--- config.mk ---
export PLATFORM = sky130hd
export DESIGN_NAME = usb_glue_dev_flat
export DESIGN_NICKNAME = d
export VERILOG_FILES = /design/src/hw/usb_glue_pkg.sv /design/src/hw/usb_glue_if.sv /design/src/hw/sticky_flags.sv /design/src/hw/usb_glue_dev.sv /design/src/flat_wrapper.sv
export SDC_FILE = /design/constraint.sdc
export NUM_CORES = 1
export LEC_CHECK = 0
export BUFFER_PORTS_ARGS = -buffer_cell sky130_fd_sc_hd__clkbuf_2
export CAP_MARGIN = 10
export CORE_ASPECT_RATIO = 1.4
export CORE_MARGIN = 1.5
export CORE_UTILIZATION = 45
export CTS_CLUSTER_SIZE = 28
export DETAILED_ROUTE_END_ITERATION = 10
export SETUP_SLACK_MARGIN = 0.2
export SYNTH_ARGS = -nofsm -noshare
export SYNTH_HDL_FRONTEND = slang
export SYNTH_SLANG_ARGS = --single-unit
--- constraint.sdc ---
create_clock -name core_clk -period 4.7 [get_ports core_clk]
set_input_delay 0 -clock core_clk [delete_from_list [all_inputs] [get_ports core_clk]]
set_output_delay 0 -clock core_clk [all_outputs]
set_load 0.01 [all_outputs]
--- src/hw/usb_glue_pkg.sv ---
// constants shared by the usb global control device end and its controller end
// assumes a single 10 MHz core clock on both ends
package usb_glue_pkg;
	// clock and timing
	localparam int CLK_HZ = 10_000_000;
	localparam int CYC_PER_MS = CLK_HZ / 1000;
	localparam int SUSP_MIN_MS = 5;
	localparam int SUSP_MIN_CYC = SUSP_MIN_MS * CYC_PER_MS;
	localparam int RSM_DRIVE_MS = 10;
	localparam int RSM_DRIVE_CYC = RSM_DRIVE_MS * CYC_PER_MS;
	localparam int NUM_EP = 4;

	// device register offsets
	localparam logic [7:0] OFS_GCTRL = 8'hbc;
	localparam logic [7:0] OFS_GFLAGS = 8'hbd;
	localparam logic [7:0] OFS_GIE = 8'hbe;
	localparam logic [7:0] OFS_ADDR = 8'hc6;
	localparam logic [7:0] OFS_PRIO = 8'hb8;
	localparam logic [7:0] OFS_EPIE = 8'hc0;
	localparam logic [7:0] OFS_EPFLAG = 8'he0;

	// global control bits
	localparam int GC_ENABLE = 7;
	localparam int GC_SUSPEND_CLOCK_GATE = 6;
	localparam int GC_SENDWK = 5;
	localparam int GC_RIP = 3;
	localparam int GC_RWE = 2;
	localparam int GC_CONF = 1;
	localparam int GC_AEN = 0;
	localparam logic [7:0] GCTRL_WMASK = 8'he7;
	localparam logic [7:0] GCTRL_RST = 8'h00;

	// global flag bits, same positions in the enable register
	localparam int GF_WAKE = 5;
	localparam int GF_REND = 4;
	localparam int GF_SOF = 3;
	localparam int GF_SUSP = 0;
	localparam logic [7:0] GF_MASK = 8'h39;
	localparam logic [7:0] GIE_RST = 8'h10;

	// address register
	localparam int AD_FEN = 7;
	localparam logic [7:0] ADDR_RST = 8'h00;
	localparam logic [1:0] PRIO_RST = 2'h0;

	// per endpoint flag bits
	localparam int EF_TX = 0;
	localparam int EF_RX0 = 1;
	localparam int EF_SETUP = 2;
	localparam int EF_STALL = 3;
	localparam int EF_RX1 = 6;
	localparam logic [7:0] EF_MASK = 8'h4f;

	// controller axi4-lite map and command word
	localparam logic [7:0] OFS_CMD = 8'h00;
	localparam logic [7:0] OFS_STAT = 8'h04;
	localparam logic [7:0] OFS_POLICY = 8'h08;
	localparam logic [1:0] OP_WR = 2'h1;
	localparam logic [1:0] OP_RD = 2'h2;
	localparam logic [1:0] RESP_OKAY = 2'h0;
	localparam logic [1:0] RESP_SLVERR = 2'h2;

	typedef enum logic [1:0] {
		CS_IDLE = 2'h0,
		CS_STROBE = 2'h1,
		CS_CAPTURE = 2'h2
	} ctl_state_type;
endpackage

--- src/hw/usb_glue_if.sv ---
// register port between the usb global control device and its controller
// assumes both ends run on the same core clock
`timescale 1ns/1ps
interface usb_glue_if;
	logic reg_wr;
	logic reg_rd;
	logic [7:0] reg_addr;
	logic [7:0] reg_wdata;
	logic [7:0] reg_rdata;
	logic irq;
	logic [1:0] irq_level;

	modport dev (input reg_wr, reg_rd, reg_addr, reg_wdata, output reg_rdata, irq, irq_level);
	modport ctl (output reg_wr, reg_rd, reg_addr, reg_wdata, input reg_rdata, irq, irq_level);
endinterface

--- src/hw/sticky_flags.sv ---
// bank of sticky event flags, hardware set and explicit clear
// assumes set and clr are synchronous to core_clk
`timescale 1ns/1ps
module sticky_flags #(
	parameter int W = 8 // number of flags
)(
	input wire logic core_clk, // core clock
	input wire logic resetn, // async reset, active low
	input wire logic [W-1:0] set, // hardware set per flag
	input wire logic [W-1:0] clr, // clear per flag
	output logic [W-1:0] q // flag values
);
	typedef struct packed {
		logic [W-1:0] bits;
	} flag_state_type;

	flag_state_type s_ff;
	flag_state_type nxt_s;

	// set beats a clear in the same cycle so no event is lost
	always_comb begin
		nxt_s.bits = (s_ff.bits & ~clr) | set;
	end

	always_ff @(posedge core_clk or negedge resetn) begin
		if (!resetn) begin
			s_ff <= '0;
		end else begin
			s_ff <= nxt_s;
		end
	end

	assign q = s_ff.bits;
endmodule

--- src/hw/usb_glue_dev.sv ---
// usb device global control, addressing and interrupt event logic
// assumes bus events arrive as one-cycle pulses synchronous to core_clk
//
// Implementation choice: the AXI4-Lite register port.
`timescale 1ns/1ps
// What this block does
// - two priority bits give irq level 0..3
// - all event flags merge into one irq
// - in packet acked sets transmit complete flag
// - out packet into bank zero sets flag
// - bank one flag only on ping-pong endpoints
// - setup packet accepted sets setup flag
// - stall sent sets stalled, except on isochronous endpoints; setup clears it
// - start of frame sets frame flag
// - resume while suspended sets wake flag
// - bus suspend sets suspend flag
// - enable clear holds controller reset, gated
// - suspend clock bit blocks 48 MHz clock
// - remote resume needs enable, clocks, 5 ms
// - resume in progress bit, hardware owned
// - firmware enables remote wakeup only if allowed
// - configured bit cleared by bus reset
// - address enable clear means address zero
// - function enable cleared at power-up only
// - seven bit address cleared by bus reset
// - reserved control bit four reads zero
// - global flags gated by their enables
// - end of bus reset sets flag
module usb_glue_dev #(
	parameter int NUM_EP = usb_glue_pkg::NUM_EP, // endpoints, at most 8
	parameter logic [NUM_EP-1:0] PINGPONG_EP = '0, // ping-pong endpoints
	parameter logic [NUM_EP-1:0] ISO_EP = '0, // isochronous endpoints
	parameter int SUSP_MIN_CYCLES = usb_glue_pkg::SUSP_MIN_CYC, // suspend before resume
	parameter int RSM_DRIVE_CYCLES = usb_glue_pkg::RSM_DRIVE_CYC // resume drive length
)(
	input wire logic core_clk, // core clock
	input wire logic resetn, // async reset, active low
	usb_glue_if.dev rif, // register port and irq
	input wire logic [NUM_EP-1:0] ep_tx_acked, // host acked in packet
	input wire logic [NUM_EP-1:0] ep_rx_bank0, // out packet stored in bank 0
	input wire logic [NUM_EP-1:0] ep_rx_bank1, // out packet stored in bank 1
	input wire logic [NUM_EP-1:0] ep_setup_rx, // setup packet accepted
	input wire logic [NUM_EP-1:0] ep_stall_sent, // stall handshake sent
	input wire logic sof_rx, // start of frame received
	input wire logic bus_suspend, // suspend detected
	input wire logic bus_resume, // non-idle seen on bus
	input wire logic bus_reset, // bus reset seen
	input wire logic bus_reset_end, // end of bus reset
	output logic ctrl_rst_n, // controller reset, active low
	output logic xcvr_en, // transceiver on
	output logic ctrl_clk_en, // controller clock gate
	output logic clk48_en, // 48 MHz clock gate
	output logic resume_drive, // drive upstream resume
	output logic func_en, // function enable
	output logic configured, // device configured
	output logic [6:0] func_addr // address in use
);
	import usb_glue_pkg::*;

	localparam int SCW = $clog2(SUSP_MIN_CYCLES + 1);
	localparam int RCW = $clog2(RSM_DRIVE_CYCLES + 1);
	localparam int EW = NUM_EP * 8;

	typedef struct packed {
		logic [7:0] gctrl;
		logic [7:0] gie;
		logic [7:0] addr;
		logic [1:0] prio;
		logic [NUM_EP-1:0] ep_ie;
		logic [7:0] rdata;
		logic rip;
		logic drive;
		logic suspended;
		logic send_d;
		logic [SCW-1:0] susp_cnt;
		logic [RCW-1:0] rsm_cnt;
	} dev_state_type;

	dev_state_type s_ff;
	dev_state_type nxt_s;
	logic [7:0] gset;
	logic [7:0] gclr;
	logic [7:0] gq;
	logic [EW-1:0] eset;
	logic [EW-1:0] eclr;
	logic [EW-1:0] eq;
	logic [7:0] rd;
	logic run;
	logic clocks_on;
	logic susp_ok;
	logic irq_c;

	// endpoint flag register decode, shared by read and write paths
	function automatic logic ep_sel(input logic [7:0] a, input int e);
		return a == (OFS_EPFLAG + 8'(e));
	endfunction

	sticky_flags #(.W(8)) u_gflags (
		.core_clk(core_clk),
		.resetn(resetn),
		.set(gset),
		.clr(gclr),
		.q(gq)
	);

	sticky_flags #(.W(EW)) u_epflags (
		.core_clk(core_clk),
		.resetn(resetn),
		.set(eset),
		.clr(eclr),
		.q(eq)
	);

	// next state: register writes, events, suspend and upstream resume
	always_comb begin
		nxt_s = s_ff;
		run = s_ff.gctrl[GC_ENABLE];
		clocks_on = run & ~s_ff.gctrl[GC_SUSPEND_CLOCK_GATE];
		susp_ok = s_ff.susp_cnt == SCW'(SUSP_MIN_CYCLES);
		gset = '0;
		gclr = '0;
		eset = '0;
		eclr = '0;
		rd = 8'h00;
		irq_c = |(gq & s_ff.gie);
		// firmware writes; flag registers clear on written zeros
		if (rif.reg_wr) begin
			if (rif.reg_addr == OFS_GCTRL) begin
				nxt_s.gctrl = rif.reg_wdata & GCTRL_WMASK;
			end else if (rif.reg_addr == OFS_GFLAGS) begin
				gclr = ~rif.reg_wdata & GF_MASK;
			end else if (rif.reg_addr == OFS_GIE) begin
				nxt_s.gie = rif.reg_wdata & GF_MASK;
			end else if (rif.reg_addr == OFS_ADDR) begin
				nxt_s.addr = rif.reg_wdata;
			end else if (rif.reg_addr == OFS_PRIO) begin
				nxt_s.prio = rif.reg_wdata[1:0];
			end else if (rif.reg_addr == OFS_EPIE) begin
				nxt_s.ep_ie = rif.reg_wdata[NUM_EP-1:0];
			end else begin
				for (int e = 0; e < NUM_EP; e++) begin
					if (ep_sel(rif.reg_addr, e)) begin
						eclr[e*8 +: 8] = ~rif.reg_wdata & EF_MASK;
					end
				end
			end
		end
		// global bus events, ignored while the controller is off
		gset[GF_WAKE] = run & bus_resume & s_ff.suspended & ~s_ff.drive;
		gset[GF_REND] = run & bus_reset_end;
		gset[GF_SOF] = run & sof_rx;
		gset[GF_SUSP] = run & bus_suspend;
		// endpoint events, one flag byte per endpoint
		for (int e = 0; e < NUM_EP; e++) begin
			eset[e*8+EF_TX] = run & ep_tx_acked[e];
			eset[e*8+EF_RX0] = run & ep_rx_bank0[e];
			eset[e*8+EF_RX1] = run & ep_rx_bank1[e] & PINGPONG_EP[e];
			eset[e*8+EF_SETUP] = run & ep_setup_rx[e];
			eset[e*8+EF_STALL] = run & ep_stall_sent[e] & ~ISO_EP[e];
			eclr[e*8+EF_STALL] = eclr[e*8+EF_STALL] | ep_setup_rx[e];
			irq_c = irq_c | (s_ff.ep_ie[e] & |eq[e*8 +: 8]);
		end
		// controller held in reset: every event flag drops
		if (!run) begin
			gclr = '1;
			eclr = '1;
		end
		// suspend state; resume detection works with the 48 MHz clock gated
		if (!run || bus_reset || (bus_resume && !s_ff.drive)) begin
			nxt_s.suspended = 1'b0;
		end else if (bus_suspend) begin
			nxt_s.suspended = 1'b1;
		end
		// time spent suspended, saturating
		if (!s_ff.suspended) begin
			nxt_s.susp_cnt = '0;
		end else if (!susp_ok) begin
			nxt_s.susp_cnt = s_ff.susp_cnt + SCW'(1);
		end
		// upstream resume; a dropped send request cancels a waiting one
		nxt_s.send_d = s_ff.gctrl[GC_SENDWK];
		if (!run) begin
			nxt_s.rip = 1'b0;
			nxt_s.drive = 1'b0;
			nxt_s.rsm_cnt = '0;
		end else if (s_ff.drive) begin
			if (s_ff.rsm_cnt == RCW'(RSM_DRIVE_CYCLES - 1)) begin
				nxt_s.drive = 1'b0;
				nxt_s.rip = 1'b0;
				nxt_s.suspended = 1'b0;
			end else begin
				nxt_s.rsm_cnt = s_ff.rsm_cnt + RCW'(1);
			end
		end else if (s_ff.rip) begin
			if (!s_ff.gctrl[GC_SENDWK]) begin
				nxt_s.rip = 1'b0;
			end else if (clocks_on && s_ff.suspended && susp_ok) begin
				nxt_s.drive = 1'b1;
				nxt_s.rsm_cnt = '0;
			end
		end else if (s_ff.gctrl[GC_SENDWK] && !s_ff.send_d && s_ff.gctrl[GC_RWE]) begin
			nxt_s.rip = 1'b1;
		end
		// bus reset drops configuration and address, not function enable
		if (bus_reset) begin
			nxt_s.gctrl[GC_CONF] = 1'b0;
			nxt_s.gctrl[GC_AEN] = 1'b0;
			nxt_s.addr[6:0] = 7'h00;
		end
		// read data, registered one cycle after the strobe
		if (rif.reg_rd) begin
			if (rif.reg_addr == OFS_GCTRL) begin
				rd = {s_ff.gctrl[7:5], 1'b0, s_ff.rip, s_ff.gctrl[2:0]};
			end else if (rif.reg_addr == OFS_GFLAGS) begin
				rd = gq & GF_MASK;
			end else if (rif.reg_addr == OFS_GIE) begin
				rd = s_ff.gie;
			end else if (rif.reg_addr == OFS_ADDR) begin
				rd = s_ff.addr;
			end else if (rif.reg_addr == OFS_PRIO) begin
				rd = {6'h00, s_ff.prio};
			end else if (rif.reg_addr == OFS_EPIE) begin
				rd = 8'(s_ff.ep_ie);
			end else begin
				for (int e = 0; e < NUM_EP; e++) begin
					if (ep_sel(rif.reg_addr, e)) begin
						rd = eq[e*8 +: 8];
					end
				end
			end
			nxt_s.rdata = rd;
		end
	end

	always_ff @(posedge core_clk or negedge resetn) begin
		if (!resetn) begin
			s_ff <= '0;
			s_ff.gctrl <= GCTRL_RST;
			s_ff.gie <= GIE_RST;
			s_ff.addr <= ADDR_RST;
			s_ff.prio <= PRIO_RST;
		end else begin
			s_ff <= nxt_s;
		end
	end

	// level request, stays up while any enabled flag pends
	assign rif.irq = irq_c;
	assign rif.irq_level = s_ff.prio;
	assign rif.reg_rdata = s_ff.rdata;

	// controller enable gates reset, transceiver and clocks
	assign ctrl_rst_n = s_ff.gctrl[GC_ENABLE];
	assign xcvr_en = s_ff.gctrl[GC_ENABLE];
	assign ctrl_clk_en = s_ff.gctrl[GC_ENABLE];
	assign clk48_en = s_ff.gctrl[GC_ENABLE] & ~s_ff.gctrl[GC_SUSPEND_CLOCK_GATE];
	assign resume_drive = s_ff.drive;
	assign func_en = s_ff.addr[AD_FEN];
	assign configured = s_ff.gctrl[GC_CONF];
	// default address zero until firmware enables the assigned one
	assign func_addr = s_ff.gctrl[GC_AEN] ? s_ff.addr[6:0] : 7'h00;
endmodule

--- src/flat_wrapper.sv ---
// flat-port wrapper written by rule: the top's interface ports become plain ports
module usb_glue_dev_flat import usb_glue_pkg::*;
#(
	parameter int NUM_EP = usb_glue_pkg::NUM_EP,                        
	parameter logic [NUM_EP-1:0] PINGPONG_EP = '0,                       
	parameter logic [NUM_EP-1:0] ISO_EP = '0,                         
	parameter int SUSP_MIN_CYCLES = usb_glue_pkg::SUSP_MIN_CYC,                         
	parameter int RSM_DRIVE_CYCLES = usb_glue_pkg::RSM_DRIVE_CYC                       
)
  (core_clk, resetn, ep_tx_acked, ep_rx_bank0, ep_rx_bank1, ep_setup_rx, ep_stall_sent, sof_rx, bus_suspend, bus_resume, bus_reset, bus_reset_end, ctrl_rst_n, xcvr_en, ctrl_clk_en, clk48_en, resume_drive, func_en, configured, func_addr, rif_reg_wr, rif_reg_rd, rif_reg_addr, rif_reg_wdata, rif_reg_rdata, rif_irq, rif_irq_level);
  usb_glue_if rif_i ();
  input wire logic core_clk;
  input wire logic resetn;
  input wire logic [NUM_EP-1:0] ep_tx_acked;
  input wire logic [NUM_EP-1:0] ep_rx_bank0;
  input wire logic [NUM_EP-1:0] ep_rx_bank1;
  input wire logic [NUM_EP-1:0] ep_setup_rx;
  input wire logic [NUM_EP-1:0] ep_stall_sent;
  input wire logic sof_rx;
  input wire logic bus_suspend;
  input wire logic bus_resume;
  input wire logic bus_reset;
  input wire logic bus_reset_end;
  output logic ctrl_rst_n;
  output logic xcvr_en;
  output logic ctrl_clk_en;
  output logic clk48_en;
  output logic resume_drive;
  output logic func_en;
  output logic configured;
  output logic [6:0] func_addr;
  input wire logic [$bits(rif_i.reg_wr)-1:0] rif_reg_wr;
  input wire logic [$bits(rif_i.reg_rd)-1:0] rif_reg_rd;
  input wire logic [$bits(rif_i.reg_addr)-1:0] rif_reg_addr;
  input wire logic [$bits(rif_i.reg_wdata)-1:0] rif_reg_wdata;
  output wire logic [$bits(rif_i.reg_rdata)-1:0] rif_reg_rdata;
  output wire logic [$bits(rif_i.irq)-1:0] rif_irq;
  output wire logic [$bits(rif_i.irq_level)-1:0] rif_irq_level;
  assign rif_i.reg_wr = rif_reg_wr;
  assign rif_i.reg_rd = rif_reg_rd;
  assign rif_i.reg_addr = rif_reg_addr;
  assign rif_i.reg_wdata = rif_reg_wdata;
  assign rif_reg_rdata = rif_i.reg_rdata;
  assign rif_irq = rif_i.irq;
  assign rif_irq_level = rif_i.irq_level;
  usb_glue_dev #(.NUM_EP(NUM_EP), .PINGPONG_EP(PINGPONG_EP), .ISO_EP(ISO_EP), .SUSP_MIN_CYCLES(SUSP_MIN_CYCLES), .RSM_DRIVE_CYCLES(RSM_DRIVE_CYCLES)) u_core (.core_clk(core_clk), .resetn(resetn), .rif(rif_i), .ep_tx_acked(ep_tx_acked), .ep_rx_bank0(ep_rx_bank0), .ep_rx_bank1(ep_rx_bank1), .ep_setup_rx(ep_setup_rx), .ep_stall_sent(ep_stall_sent), .sof_rx(sof_rx), .bus_suspend(bus_suspend), .bus_resume(bus_resume), .bus_reset(bus_reset), .bus_reset_end(bus_reset_end), .ctrl_rst_n(ctrl_rst_n), .xcvr_en(xcvr_en), .ctrl_clk_en(ctrl_clk_en), .clk48_en(clk48_en), .resume_drive(resume_drive), .func_en(func_en), .configured(configured), .func_addr(func_addr));
endmodule
==> flow_summary.yaml, run 1 <==
outcome:
  status: "finished, final reports clean"
sta:
  fin_worst_skew_ns: 0.00989
  rsz0062_at_grt: "no"
  final_max_slew_viol_count: 0
  hold_viol: 0
  tightest_slew_ns: 0.889
  max_clock_freq_mhz: 381
  finalCriticalPeriod_ns: 2.62
  relSlewSlack_pct: 40.7
  fin_setup_tns_ns: 0
  finalSetupViolCount: 0
  finalCritPeriodShare_pct: 55.8
route:
  vias_per_cell: 5.64
  routed_wl_um: 13300
  drt-initial-drc-count: 209
  wl_per_cell_um: 17.5
  vias: 4280
  antenna_left: 0
  drt-pass1-iter-count: 5
  remaining_drc_errors: 0
yosys:
  synthXorXnorAreaFrac_pct: 4.02
  avgSynthCellArea_sq_um: 10.2
  netlist_top_cells_area: "dfrtp_1 48%, o21a_1 4.7%, nand2_1 3.8%"
  yosysWarnings: 0
  synth_top_cell_by_area: "dfrtp_1"
  yosys.area.top_type_share_pct: 47.7
  yosys.area_share.adder_pct: 0.689
  dominantRegCellSynth: "dfrtp_1"
  yosysUniqueCellTypes: 58
  synth-seq-cells: 105
  synthArstFlopShare_pct: 100
  synthSimpleGateAreaFrac_pct: 21.7
  synth.mux.area_fraction_pct: 6.54
  synth_top_family_by_area: "simple AND/OR/NAND/NOR gates"
  synth_compound_area_share_pct: 15.0
  netlist_instances: 533
  synth_nets: 581
  synth_edf_count: 0
  mappedNetlistArea_sq_um: 5450
  seq_area_frac_synth_pct: 48.2
floorplanning:
  die_y_um: 133
  rows: 47
  die-area_sq_um: 12800
  core_sq_um: 11800
  die_w_um: 96.0
  initial_core_util_pct: 46.1
  ios: 70
critical_path:
  slowest_stage: "or4b_4"
  crit_buf_inv: 0
  r2r_cells: 6
  cp.depth: 6
  max_stage_delay_ns: 0.57
  worstSetupEndpointType: "flip-flop"
  worstPathMaxFanout: 12
  crit_type: "reg -> reg"
  startpoint_type: "flip-flop"
  worstPathCellList: "or4b_4 -> nor4_4 -> a21boi_2 -> a2111oi_2 -> xnor2_1 -> nor2_1"
  crit_required_ns: 4.91
  worstPathArrival_ns: 2.83
  cp_top_family: "simple AND/OR/NAND/NOR gates"
global_route:
  grtUsageMet1_pct: 29.8
  grt_util_met3_pct: 2.97
  grt_max_degree: 70
  antenna_found_initial: 0
  grt_pass1_wl_um: 21800
  top_usage_layer: "met2"
  overflow: 0
  grt_usage_pct: 22.2
  met2_usage_pct: 36.9
  grt_pass1_vias: 4284
cts:
  cts_tree: "built"
  ctsHtreeMaxLevel: 3
  cts_resized: 0
  cts_sinks: 105
  insertion_delay_ns: 0.34
  cts_made_buffers: 9
  cts_root_buffer: "clkbuf_16"
  clkTransAtPathRegs_ns: 0.07
  cts_buffer_depth: 2
layout:
  area_delta_synth_final_pct: 18.4
  final_cell_mix: "104 x dfrtp_1, 64 x clkbuf_2, 55 x nand2_1"
  mostFrequentLayoutCell: "dfrtp_1"
  postLayoutCoreUtil_pct: 54.6
  antenna_cells: 0
  nets: 656
  drive_gt1_share_pct: 18.8
  nFillCells: 1070
power:
  power_density_nw_per_um2: 295
  ir_worst_vdd_uv: 198
  p_leak_nw: 2.84
min_path:
  hold_depth: 3
  hold_path.class: "in -> reg"
flow_run:
  max_cap_violations: 0
placed_design:
  dp.final_hpwl_um: 9290
  port_buffers: 65
  gp_congestion: 0.891
-- area by class of cell --
type                    count  area [sq um]  share of cell area [%]
repair buffers            101           678                    10.5
inverters                   4          15.0                   0.233
multi-input cells         387          2620                    40.5
clock buffers              13           270                    4.19
flip-flops and latches    105          2630                    40.7
clock inverters             2          60.1                   0.931
well taps                 147           184                    2.85
-- power breakdown --
part	switching, mW	internal (mW)
clock network	0.324	0.508
registers	0.0121	0.919
logic	0.0810	0.0588
-- final timing paths --
kind	startpoint	to	slack, ns
setup / recovery	u_core.s_ff[19]	u_core.s_ff[11]	2.08
hold / removal	rif_reg_wdata[0]	u_core.s_ff[67]	0.02
setup reg to reg	u_core.s_ff[19]	u_core.s_ff[11]	2.08
hold reg to reg	u_core.nxt_s[33]	u_core.s_ff[33]	0.46
max in group asynchronous	resetn	u_core.s_ff[9]	3.36
min in group asynchronous	resetn	u_core.s_ff[52]	0.33
-- metal layers --
layer	vias up	wire length (um)
li1	2055	-
met4	0	158
met2	90	6790
met5	-	0
met3	11	484
met1	2124	5860
-- what timing repair did --
action / in CTS / in global routing
hold buffers: 32 / 0
endpoints found under the setup margin: 0 / 0
hold endpoints to repair: 105 / 0
setup buffers: 0 / 0
-- worst register-to-register path, delay by kind of cell (launching register included) --
| family | cells | cell delay [ns] |
|---|---|---|
| AO/OA/AOI/OAI | 2 | 0.77 |
| XOR/XNOR | 1 | 0.16 |
| flip-flops | 1 | 0.44 |
| AND/OR/NAND/NOR | 3 | 1.13 |
-- logic make-up after synthesis --
logic type | after synthesis
buf+inv | 41
xor+xnor | 25
mux | 25
simple gates | 219
fa+ha+maj | 3
compound gates | 115
flops | 105
-- cells in the mapped netlist, drive strengths merged, types with 15 or more instances --
library cell and number:
and2 32, nand2 55, clkbuf 20, a21oi 20, o21a 34, xnor2 17, nand3 26, buf 17
o21ai 19, mux2 15, dfrtp 104, nor2 34
-- per-stage QoR --
step	total power, mW	instances	setup slack [ns]	hold slack, ns	instance area [sq um]
6_report	1.90	759	2.08	0.0230	6450
4_1_cts	1.92	759	2.08	0.0141	6450
2_1_floorplan	1.01	533	2.36	-0.296	5450
3_5_place_dp	1.07	712	2.10	0.186	5800
5_1_grt	1.97	759	1.96	0.0484	6450
3_3_place_gp	1.07	712	2.15	0.173	5800
-- flip-flops by register name, summed over array words and instances (netlist names) --
name / flops
u_core.s_ff: 54
u_core.u_epflags.q: 32
u_core.rif.reg_rdata: 8
u_core.u_gflags.q: 4
u_core.rif.irq_level: 2
u_core.configured: 1
u_core.ctrl_clk_en: 1
u_core.func_en: 1
u_core.nxt_s: 1
u_core.resume_drive: 1
No activity file was read; power rests on OpenSTA's default activity.
==> run 2: changes to the inputs <==
- PLACE_DENSITY: not set -> 0.67
- clock period: 4.7 -> 2.15 ns (I/O delays scaled with it)
==> run 2 against run 1 <==
Wire length increased by 4.3%. Largest cell class is now multi-input combinational cells. Clock-buffer cell count shrank 3. Power increased by 110%. Hold slack worse by 0.0096 ns. Worst setup slack lost 2.1 ns. Die area stayed put. Clock power increased by 85%. Combinational power rose by 140%. Clock skew increased by 0.0021 ns. The run now ends with negative setup slack left.
==> flow_summary.yaml, run 2 (synthesis results as in run 1) <==
global_route:
  overflow: 0
  antenna_found_initial: 0
  grt_pass1_vias: 4636
  grt_usage_pct: 23.3
  grt_max_degree: 49
  grt_pass1_wl_um: 23000
critical_path:
  worstSetupEndpointType: "flip-flop"
  startpoint_type: "flip-flop"
  crit_type: "reg -> reg"
  worstPathArrival_ns: 2.43
  crit_required_ns: 2.40
  worstPathMaxFanout: 5
  max_stage_delay_ns: 0.56
  worstPathCellList: "or4b_4 -> nor4_4 -> buf_6 -> a21boi_4 -> a2111oi_4 -> xnor2_1 -> nor2_1"
  slowest_stage: "or4b_4"
cts:
  ctsHtreeMaxLevel: 3
  cts_tree: "built"
  insertion_delay_ns: 0.35
  cts_made_buffers: 9
  cts_buffer_depth: 2
  clkTransAtPathRegs_ns: 0.08
  cts_root_buffer: "clkbuf_16"
  cts_sinks: 105
power:
  intPower_mw: 2.94
  switching_share_pct: 24.7
  p_comb_share_pct: 8.5
  p_leak_nw: 2.99
  p_seq_share_pct: 52.0
  clkPwrFrac_pct: 39.5
  ir_worst_vdd_uv: 360
  power_density_nw_per_um2: 579
  switchingPower_uw: 964
placed_design:
  gp_congestion: 0.892
  port_buffers: 65
  pre_cts_slack_ns: -0.0996
  placed_area_sq_um: 6040
  dp.final_hpwl_um: 9820
layout:
  final_cell_mix: "104 x dfrtp_1, 64 x clkbuf_2, 52 x nand2_1"
  nets: 686
  fin_area_sq_um: 6750
  postLayoutCoreUtil_pct: 57.1
  drive_gt1_share_pct: 25.0
  mostFrequentLayoutCell: "dfrtp_1"
  regMostFlops: "u_core.s_ff"
  largest_register_ffs: 54
  area_delta_synth_final_pct: 23.8
  antenna_cells: 0
outcome:
  failed_checks: "negative setup slack"
  status: "finished, violations left"
floorplanning:
  core_sq_um: 11800
  rows: 47
  die_y_um: 133
  initial_core_util_pct: 46.1
  ios: 70
  die_w_um: 96.0
  die-area_sq_um: 12800
sta:
  rsz0062_at_grt: "yes"
  hold_slack_ns: 0.0134
  hold_viol: 0
  finalCriticalPeriod_ns: 2.18
  max_clock_freq_mhz: 460
  fin_worst_skew_ns: 0.0120
  finalCritPeriodShare_pct: 101
  finalSetupViolCount: 2
  final_max_slew_viol_count: 0
  tightest_slew_ns: 0.550
  relSlewSlack_pct: 63.2
  fin_setup_tns_ns: -0.0338
  worst_slack_ns: -0.0260
route:
  vias_per_cell: 5.69
  remaining_drc_errors: 0
  vias: 4498
  routed_wl_um: 13900
  drt-initial-drc-count: 268
  wl_per_cell_um: 17.6
  antenna_left: 0
  drt-pass1-iter-count: 5
min_path:
  hold_path.class: "in -> reg"
flow_run:
  max_cap_violations: 0
run 2: cell types whose count changed in the layout (fill, tap and decap cells not counted), sizes merged:
cell / delta
a21boi: +1
bufinv: -2
clkinvlp: +1
inv: +1
buf: +31
clkbuf: -3
clkinv: +4
dlygate4sd3: -2
run 2: area by class of cell:
| class | count | area [sq um] |
|---|---|---|
| fill | 1019 | 5070 |
| tap | 147 | 184 |
| clock buffer | 10 | 229 |
| clock inverter | 6 | 43.8 |
| timing repair buffer | 130 | 923 |
| sequential | 105 | 2630 |
| inverter | 4 | 15.0 |
| multi-input combinational | 388 | 2730 |
run 2: through the flow:
stage                     total power, mW  instances
after floorplan                      2.21        533
after global placement               2.35        740
after detailed placement             2.36        740
after CTS                            3.93        789
after global routing                 4.04        790
final                                3.91        790
run 2: power groups by stage:
| stage | registers, mW | logic (mW) | clock network (mW) |
|---|---|---|---|
| detailed placement | 2.07 | 0.285 | 0 |
| finish | 2.03 | 0.332 | 1.54 |
| global placement | 2.07 | 0.279 | 0 |
| floorplan | 2.06 | 0.149 | 0 |
| global route | 2.04 | 0.366 | 1.64 |
| CTS | 2.03 | 0.333 | 1.57 |
run 2: repair_timing:
action | 4_1_cts | 5_1_grt
endpoints found under the hold margin | 68 | 0
setup buffers | 2 | 1
endpoints found under the setup margin | 19 | 27
pin swaps | 3 | 13
gates resized for setup | 8 | 12
hold buffers | 30 | 0
gates cloned | 1 | 0
run 2: metal layers:
metal  vias to the layer above  routed length, um  global-route usage (%)
met2                       120               7140                    38.1
met5                         -                  0                       0
met3                        15                528                    3.25
met1                      2249               5970                    31.2
li1                       2114                  -                       -
met4                         0                240                    8.42
run 2: worst paths after layout:
path	start	endpoint	slack, ns	depth (start not counted)
setup reg to reg	u_core.s_ff[22]	u_core.s_ff[14]	-0.03	7
hold reg to reg	u_core.nxt_s[33]	u_core.s_ff[33]	0.46	0
setup / recovery	u_core.s_ff[22]	u_core.s_ff[14]	-0.03	7
min in group asynchronous	resetn	u_core.s_ff[3]	0.14	2
hold / removal	rif_reg_wdata[0]	u_core.s_ff[67]	0.01	3
max in group asynchronous	resetn	u_core.s_ff[15]	1.30	3
run 2: critical path: cells and delay by family (launching register included):
family | cells | cell delay [ns]
AND/OR/NAND/NOR | 3 | 0.90
AO/OA/AOI/OAI | 2 | 0.45
flip-flops | 1 | 0.39
buffers and inverters | 1 | 0.16
XOR/XNOR | 1 | 0.15
